**src/core/lsr_params.svh**
```systemverilog
// Constants of the light sensor result readout: command codes, bus address,
// byte positions and integration timing.
// Assumes inclusion by bare name from every file that needs a figure.
`ifndef LSR_PARAMS_SVH
`define LSR_PARAMS_SVH

// ----------------------------------------
// Command codes
// ----------------------------------------
`define LSR_CMD_INT_D1     8'h00
`define LSR_CMD_INT_D2     8'h04
`define LSR_CMD_INT_DIFF   8'h08
`define LSR_CMD_EXT_D1     8'h30
`define LSR_CMD_EXT_D2     8'h34
`define LSR_CMD_EXT_DIFF   8'h38
`define LSR_CMD_PWR_DOWN   8'h8C
`define LSR_CMD_ADC_RESET  8'h0C

// ----------------------------------------
// Bus address and result byte positions
// ----------------------------------------
`define LSR_BUS_ADDR       7'h44
`define LSR_IDX_RES_LOW    3'h0
`define LSR_IDX_RES_HIGH   3'h1
`define LSR_IDX_CNT_LOW    3'h2
`define LSR_IDX_CNT_HIGH   3'h3
`define LSR_BYTES_INTERNAL 3'h2
`define LSR_BYTES_EXTERNAL 3'h4
`define LSR_IDLE_BYTE      8'hFF

// ----------------------------------------
// Integration timing
// ----------------------------------------
`define LSR_OSC_RATE_HZ    327600
`define LSR_INT_PERIOD_MS  100
`define LSR_DIFF_PERIOD_MS 200
`define LSR_INT_LAST       16'h7FFF
`define LSR_INT_CYCLES     16'h8000
`define LSR_CNT_ZERO       16'h0000
`define LSR_CNT_ONE        16'h0001

`endif

```
**src/core/lsr_pkg.sv**
```systemverilog
// Types of the light sensor result readout.
// Assumes lsr_params.svh for the figures that go with these types.
package lsr_pkg;

   // ----------------------------------------
   // Operating modes
   // ----------------------------------------
   typedef enum logic [2:0] {
      LSR_IDLE,
      LSR_INT_D1,
      LSR_INT_D2,
      LSR_INT_DIFF,
      LSR_EXT_D1,
      LSR_EXT_D2,
      LSR_EXT_DIFF
   } lsr_mode_t;

   // ----------------------------------------
   // Read side carriers
   // ----------------------------------------
   typedef struct packed {
      logic       start;
      logic [6:0] addr;
      logic       next;
   } lsr_rd_req_t;

   typedef struct packed {
      logic       valid;
      logic       ack;
      logic [7:0] data;
   } lsr_rd_rsp_t;

endpackage

```
**src/core/lsr_integ_timer.sv**
```systemverilog
// Integration cycle counter and internal period timer.
// Assumes osc_tick is a one-cycle pulse per internal oscillator period.
`timescale 1ns/1ps
`default_nettype none
`include "lsr_params.svh"

module lsr_integ_timer
   import lsr_pkg::*;
(
   input  wire logic        clk,
   input  wire logic        rst_b,
   input  wire logic        osc_tick,
   input  wire logic        run,
   input  wire logic        restart,
   input  wire logic        internal,
   input  wire logic        diff,
   output logic [15:0]      cnt_now,
   output logic             phase,
   output logic             int_end
);

   logic [15:0] cnt_q;
   logic        phase_q;
   logic        last_tick;

   // ----------------------------------------
   // Cycle counter
   // ----------------------------------------
   assign last_tick = osc_tick && run && internal && (cnt_q == `LSR_INT_LAST);
   assign int_end   = last_tick && !(diff && !phase_q) && !restart;
   // Value as it stands after this cycle's tick, for capture at a period end
   assign cnt_now   = cnt_q + ((osc_tick && run) ? `LSR_CNT_ONE : `LSR_CNT_ZERO);
   assign phase     = phase_q;

   always_ff @(posedge clk or negedge rst_b) begin
      if (!rst_b) begin
         cnt_q <= `LSR_CNT_ZERO;
      end else if (restart || !run) begin
         cnt_q <= `LSR_CNT_ZERO;
      end else if (last_tick) begin
         cnt_q <= `LSR_CNT_ZERO;
      end else if (osc_tick) begin
         // Wraps past 65,535; the host keeps periods shorter
         cnt_q <= cnt_q + `LSR_CNT_ONE;
      end
   end

   // Internal differential: diode 2 half first, then diode 1 half; external differential stays on diode 2
   always_ff @(posedge clk or negedge rst_b) begin
      if (!rst_b) begin
         phase_q <= 1'b0;
      end else if (restart || !run) begin
         phase_q <= 1'b0;
      end else if (last_tick && diff) begin
         phase_q <= !phase_q;
      end
   end

   // ----------------------------------------
   // Checks
   // ----------------------------------------
   property p_tick_adv;
      @(posedge clk) disable iff (!rst_b)
      osc_tick && run && !restart && !last_tick |=> cnt_q == $past(cnt_q) + `LSR_CNT_ONE;
   endproperty
   a_tick_adv: assert property (p_tick_adv) else $error("counter did not advance on tick");

   property p_int_len;
      @(posedge clk) disable iff (!rst_b)
      int_end && internal |-> cnt_now == `LSR_INT_CYCLES;
   endproperty
   a_int_len: assert property (p_int_len) else $error("internal period not 32768 cycles");

   property p_restart;
      @(posedge clk) disable iff (!rst_b)
      restart |=> cnt_q == `LSR_CNT_ZERO && !phase_q;
   endproperty
   a_restart: assert property (p_restart) else $error("counter not cleared on restart");

endmodule
`default_nettype wire

```
**src/core/lsr_readout.sv**
```systemverilog
// Result readout and integration timing of the light sensor.
// Assumes an external bus engine that decodes start, address and byte
// requests, and a converter that returns each result as a one-cycle pulse.
`timescale 1ns/1ps
`default_nettype none
`include "lsr_params.svh"

// Notes on behaviour
// - Result bytes unaddressed, always read ascending
// - Bytes one and two: result, low first
// - Bytes three and four: count, low first
// - Each oscillator cycle advances 16-bit counter
// - Period end captures counter into count bytes; code holds it and loads them at the next conversion
// - Internal modes refuse bytes after result pair
// - Internal period ends after 32,768 cycles
// - Nominal oscillator 327.6kHz gives 100ms period
// - External period runs command to command
// - External count follows elapsed time, 16-bit
// - Oscillator runs alike in both timings
// - External command restarts integration and counter
// - Result format follows latest mode command
// - Codes 30H/34H/38H; repeat closes and reopens
// - Codes 00H/04H/08H; differential doubles period
// - Early read returns previous stored result
// - Reads use fixed address 44 hex
module lsr_readout
   import lsr_pkg::*;
(
   input  wire logic        clk,
   input  wire logic        rst_b,
   input  wire logic        osc_tick,
   input  wire logic        cmd_valid,
   input  wire logic [7:0]  cmd_code,
   input  wire logic        conv_valid,
   input  wire logic [15:0] conv_data,
   input  wire lsr_rd_req_t rd_req,
   output lsr_rd_rsp_t      rd_rsp,
   output logic             integ_end,
   output logic             diode_sel,
   output logic             result_signed,
   output lsr_mode_t        mode
);

   // ----------------------------------------
   // Helpers
   // ----------------------------------------
   function automatic logic mode_is_ext(input lsr_mode_t m);
      mode_is_ext = (m == LSR_EXT_D1) || (m == LSR_EXT_D2) || (m == LSR_EXT_DIFF);
   endfunction

   function automatic logic mode_is_diff(input lsr_mode_t m);
      mode_is_diff = (m == LSR_INT_DIFF) || (m == LSR_EXT_DIFF);
   endfunction

   function automatic logic [7:0] pick_byte(input logic [2:0]  idx,
                                            input logic [15:0] res,
                                            input logic [15:0] cnt);
      unique case (idx)
         `LSR_IDX_RES_LOW:  pick_byte = res[7:0];
         `LSR_IDX_RES_HIGH: pick_byte = res[15:8];
         `LSR_IDX_CNT_LOW:  pick_byte = cnt[7:0];
         `LSR_IDX_CNT_HIGH: pick_byte = cnt[15:8];
         default:           pick_byte = `LSR_IDLE_BYTE;
      endcase
   endfunction

   // ----------------------------------------
   // Command decode
   // ----------------------------------------
   lsr_mode_t   mode_q;
   lsr_mode_t   cmd_mode;
   logic        cmd_is_mode;
   logic        cmd_pwr_down;
   logic        cmd_adc_reset;
   logic        ext_end;
   logic        restart;

   always_comb begin
      cmd_mode      = mode_q;
      cmd_is_mode   = 1'b1;
      cmd_pwr_down  = 1'b0;
      cmd_adc_reset = 1'b0;
      unique case (cmd_code)
         `LSR_CMD_INT_D1:    cmd_mode = LSR_INT_D1;
         `LSR_CMD_INT_D2:    cmd_mode = LSR_INT_D2;
         `LSR_CMD_INT_DIFF:  cmd_mode = LSR_INT_DIFF;
         `LSR_CMD_EXT_D1:    cmd_mode = LSR_EXT_D1;
         `LSR_CMD_EXT_D2:    cmd_mode = LSR_EXT_D2;
         `LSR_CMD_EXT_DIFF:  cmd_mode = LSR_EXT_DIFF;
         `LSR_CMD_PWR_DOWN: begin
            cmd_mode     = LSR_IDLE;
            cmd_pwr_down = 1'b1;
         end
         `LSR_CMD_ADC_RESET: begin
            cmd_is_mode   = 1'b0;
            cmd_adc_reset = 1'b1;
         end
         default:            cmd_is_mode = 1'b0;
      endcase
   end

   // A repeated external code closes the running period; a new mode only opens one
   assign ext_end = cmd_valid && cmd_is_mode && mode_is_ext(cmd_mode)
                    && (cmd_mode == mode_q);
   assign restart = cmd_valid && (cmd_is_mode || cmd_adc_reset || cmd_pwr_down);

   always_ff @(posedge clk or negedge rst_b) begin
      if (!rst_b) begin
         mode_q <= LSR_IDLE;
      end else if (cmd_valid && cmd_is_mode) begin
         mode_q <= cmd_mode;
      end
   end

   // ----------------------------------------
   // Integration timer
   // ----------------------------------------
   logic [15:0] cnt_now;
   logic        phase;
   logic        tmr_end;
   logic        period_end;

   // Oscillator rate comes from the resistor alone; both timings share one tick
   lsr_integ_timer u_timer (
      .clk      (clk),
      .rst_b    (rst_b),
      .osc_tick (osc_tick),
      .run      (mode_q != LSR_IDLE),
      .restart  (restart),
      .internal (!mode_is_ext(mode_q)),
      .diff     (mode_is_diff(mode_q)),
      .cnt_now  (cnt_now),
      .phase    (phase),
      .int_end  (tmr_end)
   );

   assign period_end = tmr_end || ext_end;

   // ----------------------------------------
   // Capture and result update
   // ----------------------------------------
   logic [15:0] pend_cnt_q;
   logic        pend_signed_q;
   logic [15:0] res_q;
   logic [15:0] cnt_q;
   logic        signed_q;
   logic        integ_end_q;

   always_ff @(posedge clk or negedge rst_b) begin
      if (!rst_b) begin
         pend_cnt_q    <= `LSR_CNT_ZERO;
         pend_signed_q <= 1'b0;
      end else if (period_end) begin
         pend_cnt_q    <= cnt_now;
         pend_signed_q <= mode_is_diff(mode_q);
      end
   end

   always_ff @(posedge clk or negedge rst_b) begin
      if (!rst_b) begin
         integ_end_q <= 1'b0;
      end else begin
         integ_end_q <= period_end;
      end
   end

   // Result and its count move in one edge, so a snapshot never mixes them
   always_ff @(posedge clk or negedge rst_b) begin
      if (!rst_b) begin
         res_q    <= `LSR_CNT_ZERO;
         cnt_q    <= `LSR_CNT_ZERO;
         signed_q <= 1'b0;
      end else if (conv_valid) begin
         res_q    <= conv_data;
         cnt_q    <= pend_cnt_q;
         signed_q <= pend_signed_q;
      end
   end

   // ----------------------------------------
   // Byte readout
   // ----------------------------------------
   logic [15:0] snap_res_q;
   logic [15:0] snap_cnt_q;
   logic [2:0]  idx_q;
   logic        open_q;
   logic        addr_hit;
   logic [2:0]  offered;
   lsr_rd_rsp_t rsp_q;

   assign addr_hit = rd_req.start && (rd_req.addr == `LSR_BUS_ADDR);
   assign offered  = mode_is_ext(mode_q) ? `LSR_BYTES_EXTERNAL : `LSR_BYTES_INTERNAL;

   // Snapshot at the start of a read; a conversion landing mid-read waits
   always_ff @(posedge clk or negedge rst_b) begin
      if (!rst_b) begin
         snap_res_q <= `LSR_CNT_ZERO;
         snap_cnt_q <= `LSR_CNT_ZERO;
      end else if (addr_hit) begin
         snap_res_q <= res_q;
         snap_cnt_q <= cnt_q;
      end
   end

   always_ff @(posedge clk or negedge rst_b) begin
      if (!rst_b) begin
         open_q <= 1'b0;
      end else if (rd_req.start) begin
         open_q <= addr_hit;
      end
   end

   always_ff @(posedge clk or negedge rst_b) begin
      if (!rst_b) begin
         idx_q <= `LSR_IDX_RES_LOW;
      end else if (addr_hit) begin
         idx_q <= `LSR_IDX_RES_LOW;
      end else if (rd_req.next && open_q && (idx_q != `LSR_BYTES_EXTERNAL)) begin
         idx_q <= idx_q + 3'h1;
      end
   end

   always_ff @(posedge clk or negedge rst_b) begin
      if (!rst_b) begin
         rsp_q <= '0;
      end else begin
         rsp_q.valid <= rd_req.next && open_q && !rd_req.start;
         if (rd_req.next && open_q && !rd_req.start) begin
            rsp_q.ack  <= idx_q < offered;
            rsp_q.data <= (idx_q < offered) ? pick_byte(idx_q, snap_res_q, snap_cnt_q)
                                            : `LSR_IDLE_BYTE;
         end
      end
   end

   assign rd_rsp        = rsp_q;
   assign integ_end     = integ_end_q;
   assign diode_sel     = mode_is_diff(mode_q) ? !phase
                          : ((mode_q == LSR_INT_D2) || (mode_q == LSR_EXT_D2));
   assign result_signed = signed_q;
   assign mode          = mode_q;

   // ----------------------------------------
   // Checks
   // ----------------------------------------
   property p_order;
      @(posedge clk) disable iff (!rst_b)
      rd_req.next && open_q && !rd_req.start && idx_q == `LSR_IDX_RES_LOW
         |=> idx_q == `LSR_IDX_RES_HIGH;
   endproperty
   a_order: assert property (p_order) else $error("byte index did not step");

   property p_res_bytes;
      @(posedge clk) disable iff (!rst_b)
      rd_req.next && open_q && !rd_req.start && idx_q == `LSR_IDX_RES_HIGH
         |=> rsp_q.valid && rsp_q.ack && rsp_q.data == snap_res_q[15:8];
   endproperty
   a_res_bytes: assert property (p_res_bytes) else $error("result high byte wrong");

   property p_cnt_bytes;
      @(posedge clk) disable iff (!rst_b)
      rd_req.next && open_q && !rd_req.start && idx_q == `LSR_IDX_CNT_LOW && mode_is_ext(mode_q)
         |=> rsp_q.ack && rsp_q.data == snap_cnt_q[7:0];
   endproperty
   a_cnt_bytes: assert property (p_cnt_bytes) else $error("count low byte wrong");

   property p_nak_internal;
      @(posedge clk) disable iff (!rst_b)
      rd_req.next && open_q && !rd_req.start && idx_q >= `LSR_BYTES_INTERNAL
         && !mode_is_ext(mode_q) |=> rsp_q.valid && !rsp_q.ack;
   endproperty
   a_nak_internal: assert property (p_nak_internal) else $error("byte acked past result");

   property p_capture;
      @(posedge clk) disable iff (!rst_b)
      period_end |=> pend_cnt_q == $past(cnt_now) && integ_end;
   endproperty
   a_capture: assert property (p_capture) else $error("count not captured at period end");

   property p_together;
      @(posedge clk) disable iff (!rst_b)
      conv_valid |=> res_q == $past(conv_data) && cnt_q == $past(pend_cnt_q);
   endproperty
   a_together: assert property (p_together) else $error("result and count split");

   property p_hold;
      @(posedge clk) disable iff (!rst_b)
      !conv_valid |=> $stable(res_q) && $stable(cnt_q);
   endproperty
   a_hold: assert property (p_hold) else $error("result changed without conversion");

   property p_ext_end;
      @(posedge clk) disable iff (!rst_b)
      cmd_valid && cmd_code == `LSR_CMD_EXT_D1 && mode_q == LSR_EXT_D1 |=> integ_end;
   endproperty
   a_ext_end: assert property (p_ext_end) else $error("repeated code did not end period");

   property p_mode;
      @(posedge clk) disable iff (!rst_b)
      cmd_valid && cmd_code == `LSR_CMD_INT_DIFF |=> mode_q == LSR_INT_DIFF;
   endproperty
   a_mode: assert property (p_mode) else $error("mode not taken from command");

endmodule
`default_nettype wire

```
**config.mk**
```make
export PLATFORM = sky130hd
export DESIGN_NAME = lsr_readout
export DESIGN_NICKNAME = d
export VERILOG_FILES = /design/src/core/lsr_pkg.sv /design/src/core/lsr_integ_timer.sv /design/src/core/lsr_readout.sv
export VERILOG_INCLUDE_DIRS = /design/src /design/src/core
export SDC_FILE = /design/constraint.sdc
export NUM_CORES = 1
export LEC_CHECK = 0
export ABC_CLOCK_PERIOD_IN_PS = 4740
export BUFFER_PORTS_ARGS = -buffer_cell sky130_fd_sc_hd__buf_2
export CAP_MARGIN = 20
export CORE_AREA = 2 2 99 101
export CTS_CLUSTER_SIZE = 8
export DETAILED_ROUTE_END_ITERATION = 7
export DIE_AREA = 0 0 101 103
export GPL_ROUTABILITY_DRIVEN = 1
export PLACE_DENSITY = 0.78
export SYNTH_ARGS = -nofsm -noshare
export SYNTH_HDL_FRONTEND = slang
export SYNTH_SLANG_ARGS = --single-unit
```
**constraint.sdc**
```tcl
create_clock -name clk -period 4.74 [get_ports clk]
set_clock_uncertainty 0.05 [all_clocks]
set_input_delay 0.948 -clock clk [delete_from_list [all_inputs] [get_ports clk]]
set_output_delay 0.948 -clock clk [all_outputs]
set_load 0.1 [all_outputs]
```
Word-level counts from Yosys, hierarchy flattened
Index checks and enable logic that the tools add are counted.
- add/sub/neg operators: 3
- magnitude comparators: 1
- eq/ne operators: 22
- muxes and demuxes: 16
- reduce and logical (&&, ||, !) cells: 38
- operator list (operator ; count):
    $mux 16 ; 3
    $pmux 8 s4 ; 1
    $eq 8x6->1 const B ; 3
    $pmux 3 s7 ; 1
    $eq 3x3->1 const B ; 6
    $add 16x1->16 const B ; 1
    $add 16x16->16 ; 1
    $eq 16x15->1 const B ; 1
    $eq 8x4->1 const B ; 2
    $logic_and 1x1->1 ; 15
    $eq 3x2->1 const B ; 4
    $logic_or 1x1->1 ; 10
    $mux 3 ; 3
    $eq 8x3->1 const B ; 1
    $eq 8x8->1 const B ; 1
    $logic_not 8->1 ; 1
    $mux 8 ; 1
    $eq 7x7->1 const B ; 1
    $mux 1 ; 7
    $reduce_or 7->1 ; 1
    $logic_not 1->1 ; 6
    $reduce_bool 3->1 ; 2
    $reduce_bool 2->1 ; 2
    $add 3x1->3 const B ; 1
    other kinds (5) ; 5
- bits in registers: 117
- input bits: 38
- output and inout bits: 16
- word-level logic and storage cells: 96

Logic depth before layout (Yosys ltp)
Gate-level depths: netlist (run 1).
- word-level depth: 9
- mapped depth: 9

Cells and area by module
A second synthesis (run 1) with hierarchy kept.
- cell total of the unflattened synthesis: 518
- area, all modules: 5546.6 µm²
- modules (own cells, without submodules) (module ; instances ; cells each ; area an instance (µm²) ; seq. area each (µm²)):
    lsr_readout ; 1 ; 375 ; 4271.6 ; 2502.4
    lsr_integ_timer ; 1 ; 143 ; 1275.0 ; 425.4

Worst setup path after synthesis (run 1)
No wires, ideal clock.
- path type: register to output
- start point: reg mode_q[0] (netlist: mode[0])
- end point: out diode_sel
- arrival time: 3510 ps
- data required time: 3742 ps
- setup slack: 232 ps
- stages on the path, launching flop included: 4
- path buffers: 1
- path through: dfrtp_1 > buf_2 > nand2_1 > o21ai_0
- word-level cells in the longest chain between the ends: 3
- elaborated cells on any way between the ends: 7
- those cells by class: eq/ne: 4; mux: 1; reduce/logical: 2
- RTL lines (item ; line ; source):
    start, declared ; lsr_readout.sv:70 ; lsr_mode_t mode_q;
    start signal, assigned ; lsr_readout.sv:111 ; mode_q <= cmd_mode;
    $eq 3x2->1, or another cell as far along ; lsr_readout.sv:239 ; : ((mode_q == LSR_INT_D2) || (mode_q == LSR_EXT_D2));
    $logic_or 1x1->1 (on tied branches) ; lsr_readout.sv:239, lsr_readout.sv:52 ;
    $mux 1 (*) ; lsr_readout.sv:238 ; assign diode_sel = mode_is_diff(mode_q) ? !phase
    end, declared ; lsr_readout.sv:39 ; output logic diode_sel,
Mark *: on every way between the ends. The rest lies on a longest branch, timed or not.

Final worst setup path (run 1)
Same ends and word-level chain as after synthesis.

==> flow_metrics.py, run 1 <==
metrics = {
    "synth": {
        "syn-cell-area_um2": 5460,
        "ys_warn_count": 0,
        "syn_inst": 506,
        "synth_ff_type": "dfrtp_1",
        "synth.distinct_cells": 56,
        "synth_edf_count": 0,
        "ys_seq_area_share_pct": 53.6,
        "syn_nets": 553,
        "avgSynthCellArea_um2": 10.8,
        "ys_async_sr_fraction_pct": 100,
        "synth_seq_cells": 117,
    },
    "die": {
        "die_area_um2": 10400,
        "die_y_um": 103,
        "coreArea_um2": 9460,
        "start_util_pct": 57.8,
        "ioPinCount": 54,
        "fp.dieW_um": 101,
        "rows": 36,
    },
    "placed_design": {
        "dp_cells": 650,
        "place_hpwl_mm": 7.27,
        "gp_congestion": 0.899,
        "portBuffers": 53,
    },
    "drt": {
        "first_iter_violations": 205,
        "routed_wirelength_mm": 11.0,
        "drc": 0,
        "drtAntennaViolNets": 0,
        "vias": 3880,
        "wl_per_cell_um": 16.1,
        "dr.pass1.iters": 6,
        "vias_per_cell": 5.69,
    },
    "timing": {
        "timing.hold.ws_ns": 0.416,
        "grt_setup_unrepaired": "false",
        "fin_crit_sh_pct": 60.6,
        "slew_headroom_pct": 38.3,
        "fmax_mhz": 348,
        "worst_pin_slew_ns": 0.920,
        "finalHoldViolCount": 0,
        "fin_crit_ns": 2.87,
        "slew_viol_final": 0,
        "setup_tns_ns": 0,
        "setup_viol": 0,
    },
    "setup_path": {
        "worstPathRequired_ns": 3.74,
        "critPathMaxFanout": 13,
        "end_kind": "primary output",
        "critPathKind": "reg -> out",
        "path_cells": "a21oi_1, o21ai_0, o21ai_0, buf_2",
        "critPathSlowestCell": "dfrtp_1",
        "cp-start-kind": "flip-flop",
        "path_common_cell": "o21ai_0",
        "cpPeakStageDelay_ns": 0.55,
        "critPathArrivalTime_ns": 1.88,
    },
    "power": {
        "power_density_nw_per_um2": 427,
        "p_leak_nw": 3.06,
        "vdd_drop_max_v": 0.000286,
    },
    "clock_network": {
        "cts.path.max_buffers": 2,
        "cts-root-buf": "clkbuf_8",
        "clk_pin_slew_ns": 0.05,
        "clkLatencyLatePin_ns": 0.52,
        "cts-resized-gates": 0,
        "cts-buffers-inserted": 17,
        "cts.sinks": 117,
        "htreeDepth": 4,
        "cts_tree": "done",
        "holdBufCountCts": 0,
        "postCtsSetupRepairBufs": 0,
    },
    "final_layout": {
        "regArea_um2": 2930,
        "diodes": 0,
        "layout-drive-gt1-share_pct": 25.9,
        "fillCellCount": 664,
        "multiInputGateArea_um2": 2350,
        "fin_cells": 682,
        "final_nets": 602,
        "area.growth.synth_to_final_pct": 16.1,
    },
    "flow_run": {
        "cap_viol_max_count": 0,
    },
    "global_route": {
        "grt_pass1_vias": 3836,
        "grt_max_degree": 64,
        "antenna_found_initial": 0,
        "grt_overflow": 0,
        "grt_pass1_wl_mm": 18.3,
        "track_usage_pct": 23.1,
    },
    "hold_path": {
        "hold_class": "reg -> reg",
    },
    "run_status": {
        "outcome": "finished clean",
    },
}
==> cells in the mapped netlist, types with 4 or more instances <==
library cell / n / share of area, %
nor2_1: 29 / 2.0
dfrtp_1: 117 / 54
nor3_1: 11 / 1.0
nand3_1: 13 / 1.2
o21ai_0: 13 / 1.2
mux2_4: 8 / 2.2
nand2b_1: 4 / 0.46
nand4_1: 10 / 1.1
xor2_1: 12 / 1.9
ha_1: 9 / 2.1
o22a_1: 8 / 1.3
nand2_1: 119 / 8.2
clkbuf_1: 18 / 1.2
mux2_2: 43 / 8.9
xnor2_1: 19 / 3.0
inv_1: 12 / 0.82
a21oi_1: 6 / 0.55
a222oi_1: 8 / 1.5
==> layout by cell type, fill, tap and decap left out, drive strengths merged, types with 9 or more instances in the layout <==
master / n
dfrtp: 117
mux2: 51
nand2: 119
nand4: 11
ha: 9
xnor2: 19
nor3: 12
o21ai: 14
buf: 57
clkbuf: 22
nor2: 29
nand3: 13
inv: 12
xor2: 12
==> worst max-delay path, delay by kind of cell (launching register included) <==
kind | cells | cell delay (ns)
DFF | 1 | 0.55
buffers and inverters | 1 | 0.44
AOI/OAI and AO/OA | 3 | 0.37
==> stage by stage <==
stage / worst slack (ns) / util [%] / area [um2] / total power, mW
floorplan: 0.232 / - / 5460 / 1.37
global placement: 1.62 / 61.0 / 5770 / 1.46
detailed placement: 1.55 / 61.0 / 5770 / 1.48
CTS: 1.85 / 67.1 / 6340 / 2.72
global route: 1.74 / 67.1 / 6340 / 2.80
finish: 1.87 / 67.1 / 6340 / 2.71
==> power breakdown <==
group          switching, mW  internal [mW]
combinational          0.247          0.103
clock                  0.433          0.809
sequential            0.0628           1.05
==> metal layers <==
| metal | up-vias | track usage, % | routed length [um] |
|---|---|---|---|
| met1 | 1895 | 27.9 | 4690 |
| met4 | 0 | 9.15 | 271 |
| met3 | 21 | 7.05 | 496 |
| li1 | 1841 | - | - |
| met2 | 123 | 39.1 | 5510 |
| met5 | - | 0 | 0 |
==> final timing paths <==
path / from / to / slack [ns] / cells past startpoint
min: res_q[3] / snap_res_q[3] / 0.42 / 2
max reg2reg: u_timer.cnt_q[2] / u_timer.cnt_q[6] / 2.37 / 5
min reg2reg: res_q[3] / snap_res_q[3] / 0.42 / 2
min in group asynchronous: rst_b / res_q[1] / 0.44 / 1
max: mode[0] / diode_sel / 1.87 / 4
max in group asynchronous: rst_b / u_timer.cnt_q[11] / 3.31 / 2
==> state kept, by name (all words and copies together) (netlist names) <==
signal	count
cnt_q	16
pend_cnt_q	16
res_q	16
snap_cnt_q	16
snap_res_q	16
u_timer.cnt_q	16
rd_rsp	10
idx_q	3
mode	3
integ_end	1
open_q	1
pend_signed_q	1
result_signed	1
u_timer.phase	1
==> final cells by class <==
cell class                 instances  area share [%]
clock inverter                    10            2.05
timing repair buffer              57            4.70
multi-input combinational        349            37.1
sequential                       117            46.2
tap                              114            2.25
clock buffer                      22            6.98
inverter                          13           0.769
==> logic make-up after synthesis <==
group | synth area share, %
compound gates | 7.35
xor+xnor | 4.97
fa+ha+maj | 2.06
buf+inv | 3.37
flops | 53.6
mux | 11.6
simple gates | 17.1
Power figures use the tool's default switching activity.
==> run 2: changes to the inputs <==
ABC_CLOCK_PERIOD_IN_PS = 2870   (was 4740)
CORE_AREA = 2 2 100 102   (was 2 2 99 101)
DIE_AREA = 0 0 102 104   (was 0 0 101 103)
PLACE_DENSITY = 0.77   (was 0.78)
clock period = 2.87 ns   (was 4.74 ns; I/O delays follow)
==> run 2 against run 1 <==
Net effect:
- the run now ends with design-rule violations left
- non-clock buffer count up 4
- highest routed layer unchanged
- final area rose by 1.7%
- combinational power grew 67%
- sequential share of layout area fell by 0.79 points
- largest power group unchanged
==> flow_metrics.py, run 2 (synthesis gave the netlist of run 1 again) <==
metrics = {
    "setup_path": {
        "worstPathRequired_ns": 3.20,
        "critPathKind": "reg -> reg",
        "critPathArrivalTime_ns": 2.81,
        "critPathSlowestCell": "or4_1",
        "path_cells": "nand4_2, or4_1, or3_4, nand2b_1, nor2_1",
        "end_kind": "flip-flop",
        "cp-start-kind": "flip-flop",
        "critPathMaxFanout": 10,
        "cpPeakStageDelay_ns": 0.63,
    },
    "timing": {
        "worst_pin_slew_ns": 0.944,
        "setup_viol": 0,
        "grt_setup_unrepaired": "false",
        "fin_crit_ns": 2.48,
        "setup_tns_ns": 0,
        "slew_headroom_pct": 36.7,
        "fmax_mhz": 403,
        "finalHoldViolCount": 0,
        "slew_viol_final": 0,
        "fin_crit_sh_pct": 86.4,
    },
    "power": {
        "vdd_drop_max_v": 0.000504,
        "clockPowerShare_pct": 46.6,
        "pwr-share-comb_pct": 12.8,
        "p_switching_mw": 1.22,
        "power_density_nw_per_um2": 703,
        "p_int_mw": 3.31,
        "p_seq_share_pct": 40.6,
        "p_leak_nw": 3.11,
        "swShare_pct": 27.0,
        "p_total_mw": 4.54,
    },
    "global_route": {
        "antenna_found_initial": 0,
        "grt_overflow": 0,
        "grt_pass1_wl_mm": 19.1,
        "track_usage_pct": 23.0,
        "grt_pass1_vias": 4006,
        "grt_max_degree": 52,
    },
    "clock_network": {
        "cts-root-buf": "clkbuf_8",
        "cts.sinks": 117,
        "htreeDepth": 4,
        "cts-buffers-inserted": 17,
        "holdBufCountCts": 1,
        "postCtsSetupRepairBufs": 0,
        "clk_pin_slew_ns": 0.06,
        "cts-resized-gates": 0,
        "clkLatencyLatePin_ns": 0.51,
        "cts_tree": "done",
        "cts.path.max_buffers": 2,
    },
    "drt": {
        "route.layer.met1.wl_mm": 4.69,
        "first_iter_violations": 231,
        "wl_met3_um": 590,
        "wl_per_cell_um": 16.3,
        "routed.top_layer": "met4",
        "drtAntennaViolNets": 0,
        "vias": 3971,
        "routed_wirelength_mm": 11.5,
        "wl_met2_mm": 5.88,
        "vias_per_cell": 5.64,
        "dr.pass1.iters": 8,
        "drc": 9,
    },
    "placed_design": {
        "place_hpwl_mm": 7.54,
        "gp_congestion": 0.863,
        "portBuffers": 53,
    },
    "final_layout": {
        "layout-drive-gt1-share_pct": 26.8,
        "layout_common_cells": "119 x nand2_1, 117 x dfrtp_1, 52 x buf_2",
        "final_common_cell": "nand2_1",
        "diodes": 0,
        "final_nets": 606,
        "area.growth.synth_to_final_pct": 18.1,
    },
    "die": {
        "die_area_um2": 10600,
        "rows": 36,
        "start_util_pct": 57.2,
        "die_y_um": 104,
        "ioPinCount": 54,
        "coreArea_um2": 9550,
        "fp.dieW_um": 102,
    },
    "flow_run": {
        "cap_viol_max_count": 0,
    },
    "run_status": {
        "violations": "design-rule violations",
        "outcome": "finished, violations left",
    },
    "hold_path": {
        "hold_class": "in -> reg",
    },
}
==> run 2: power by group through the flow <==
stage	registers [mW]	logic, mW	clock network [mW]
finish	1.84	0.583	2.11
global route	1.85	0.629	2.21
floorplan	1.99	0.272	0
CTS	1.84	0.585	2.13
global placement	1.86	0.555	0
detailed placement	1.86	0.573	0
==> run 2: path summary, 6_finish.rpt <==
check	startpoint	to	slack, ns	cells after the start
worst max register to register	u_timer.cnt_q[2]	u_timer.cnt_q[11]	0.39	5
max in group asynchronous	rst_b	u_timer.cnt_q[14]	1.49	3
worst min register to register	res_q[4]	snap_res_q[4]	0.41	2
worst min-delay path	conv_data[0]	res_q[0]	0.24	2
worst max-delay path	u_timer.cnt_q[2]	u_timer.cnt_q[11]	0.39	5
min in group asynchronous	rst_b	res_q[1]	0.53	2
==> run 2: area by class of cell <==
type	count	area, um2
Tap cell	133	166
Sequential cell	117	2930
Multi-Input combinational cell	349	2360
Timing Repair Buffer	61	355
Inverter	13	48.8
Clock inverter	9	125
Clock buffer	22	473
Fill cell	693	3100
==> run 2: metrics by stage <==
stage,util [%],cell area (um2),hold slack (ns),cells,setup WS [ns]
after CTS,67.6,6450,0.224,704,0.372
final,67.6,6450,0.240,704,0.390
after floorplan,-,5470,0.228,506,0.00236
after global placement,61.2,5840,0.401,672,0.368
after global routing,67.6,6450,0.230,704,0.275
after detailed placement,61.2,5840,0.404,672,0.308
==> run 2: critical path, delay by kind of cell, from the launching register on <==
family           cells  cell delay, ns
DFF                  1            0.55
and+or+nand+nor      5            1.75
==> run 2: layer usage <==
metal | GRT usage (%) | vias to the layer above
met5 | 0 | -
met4 | 9.81 | 0
met3 | 6.38 | 30
met2 | 37.7 | 130
met1 | 28.3 | 1957
li1 | - | 1854
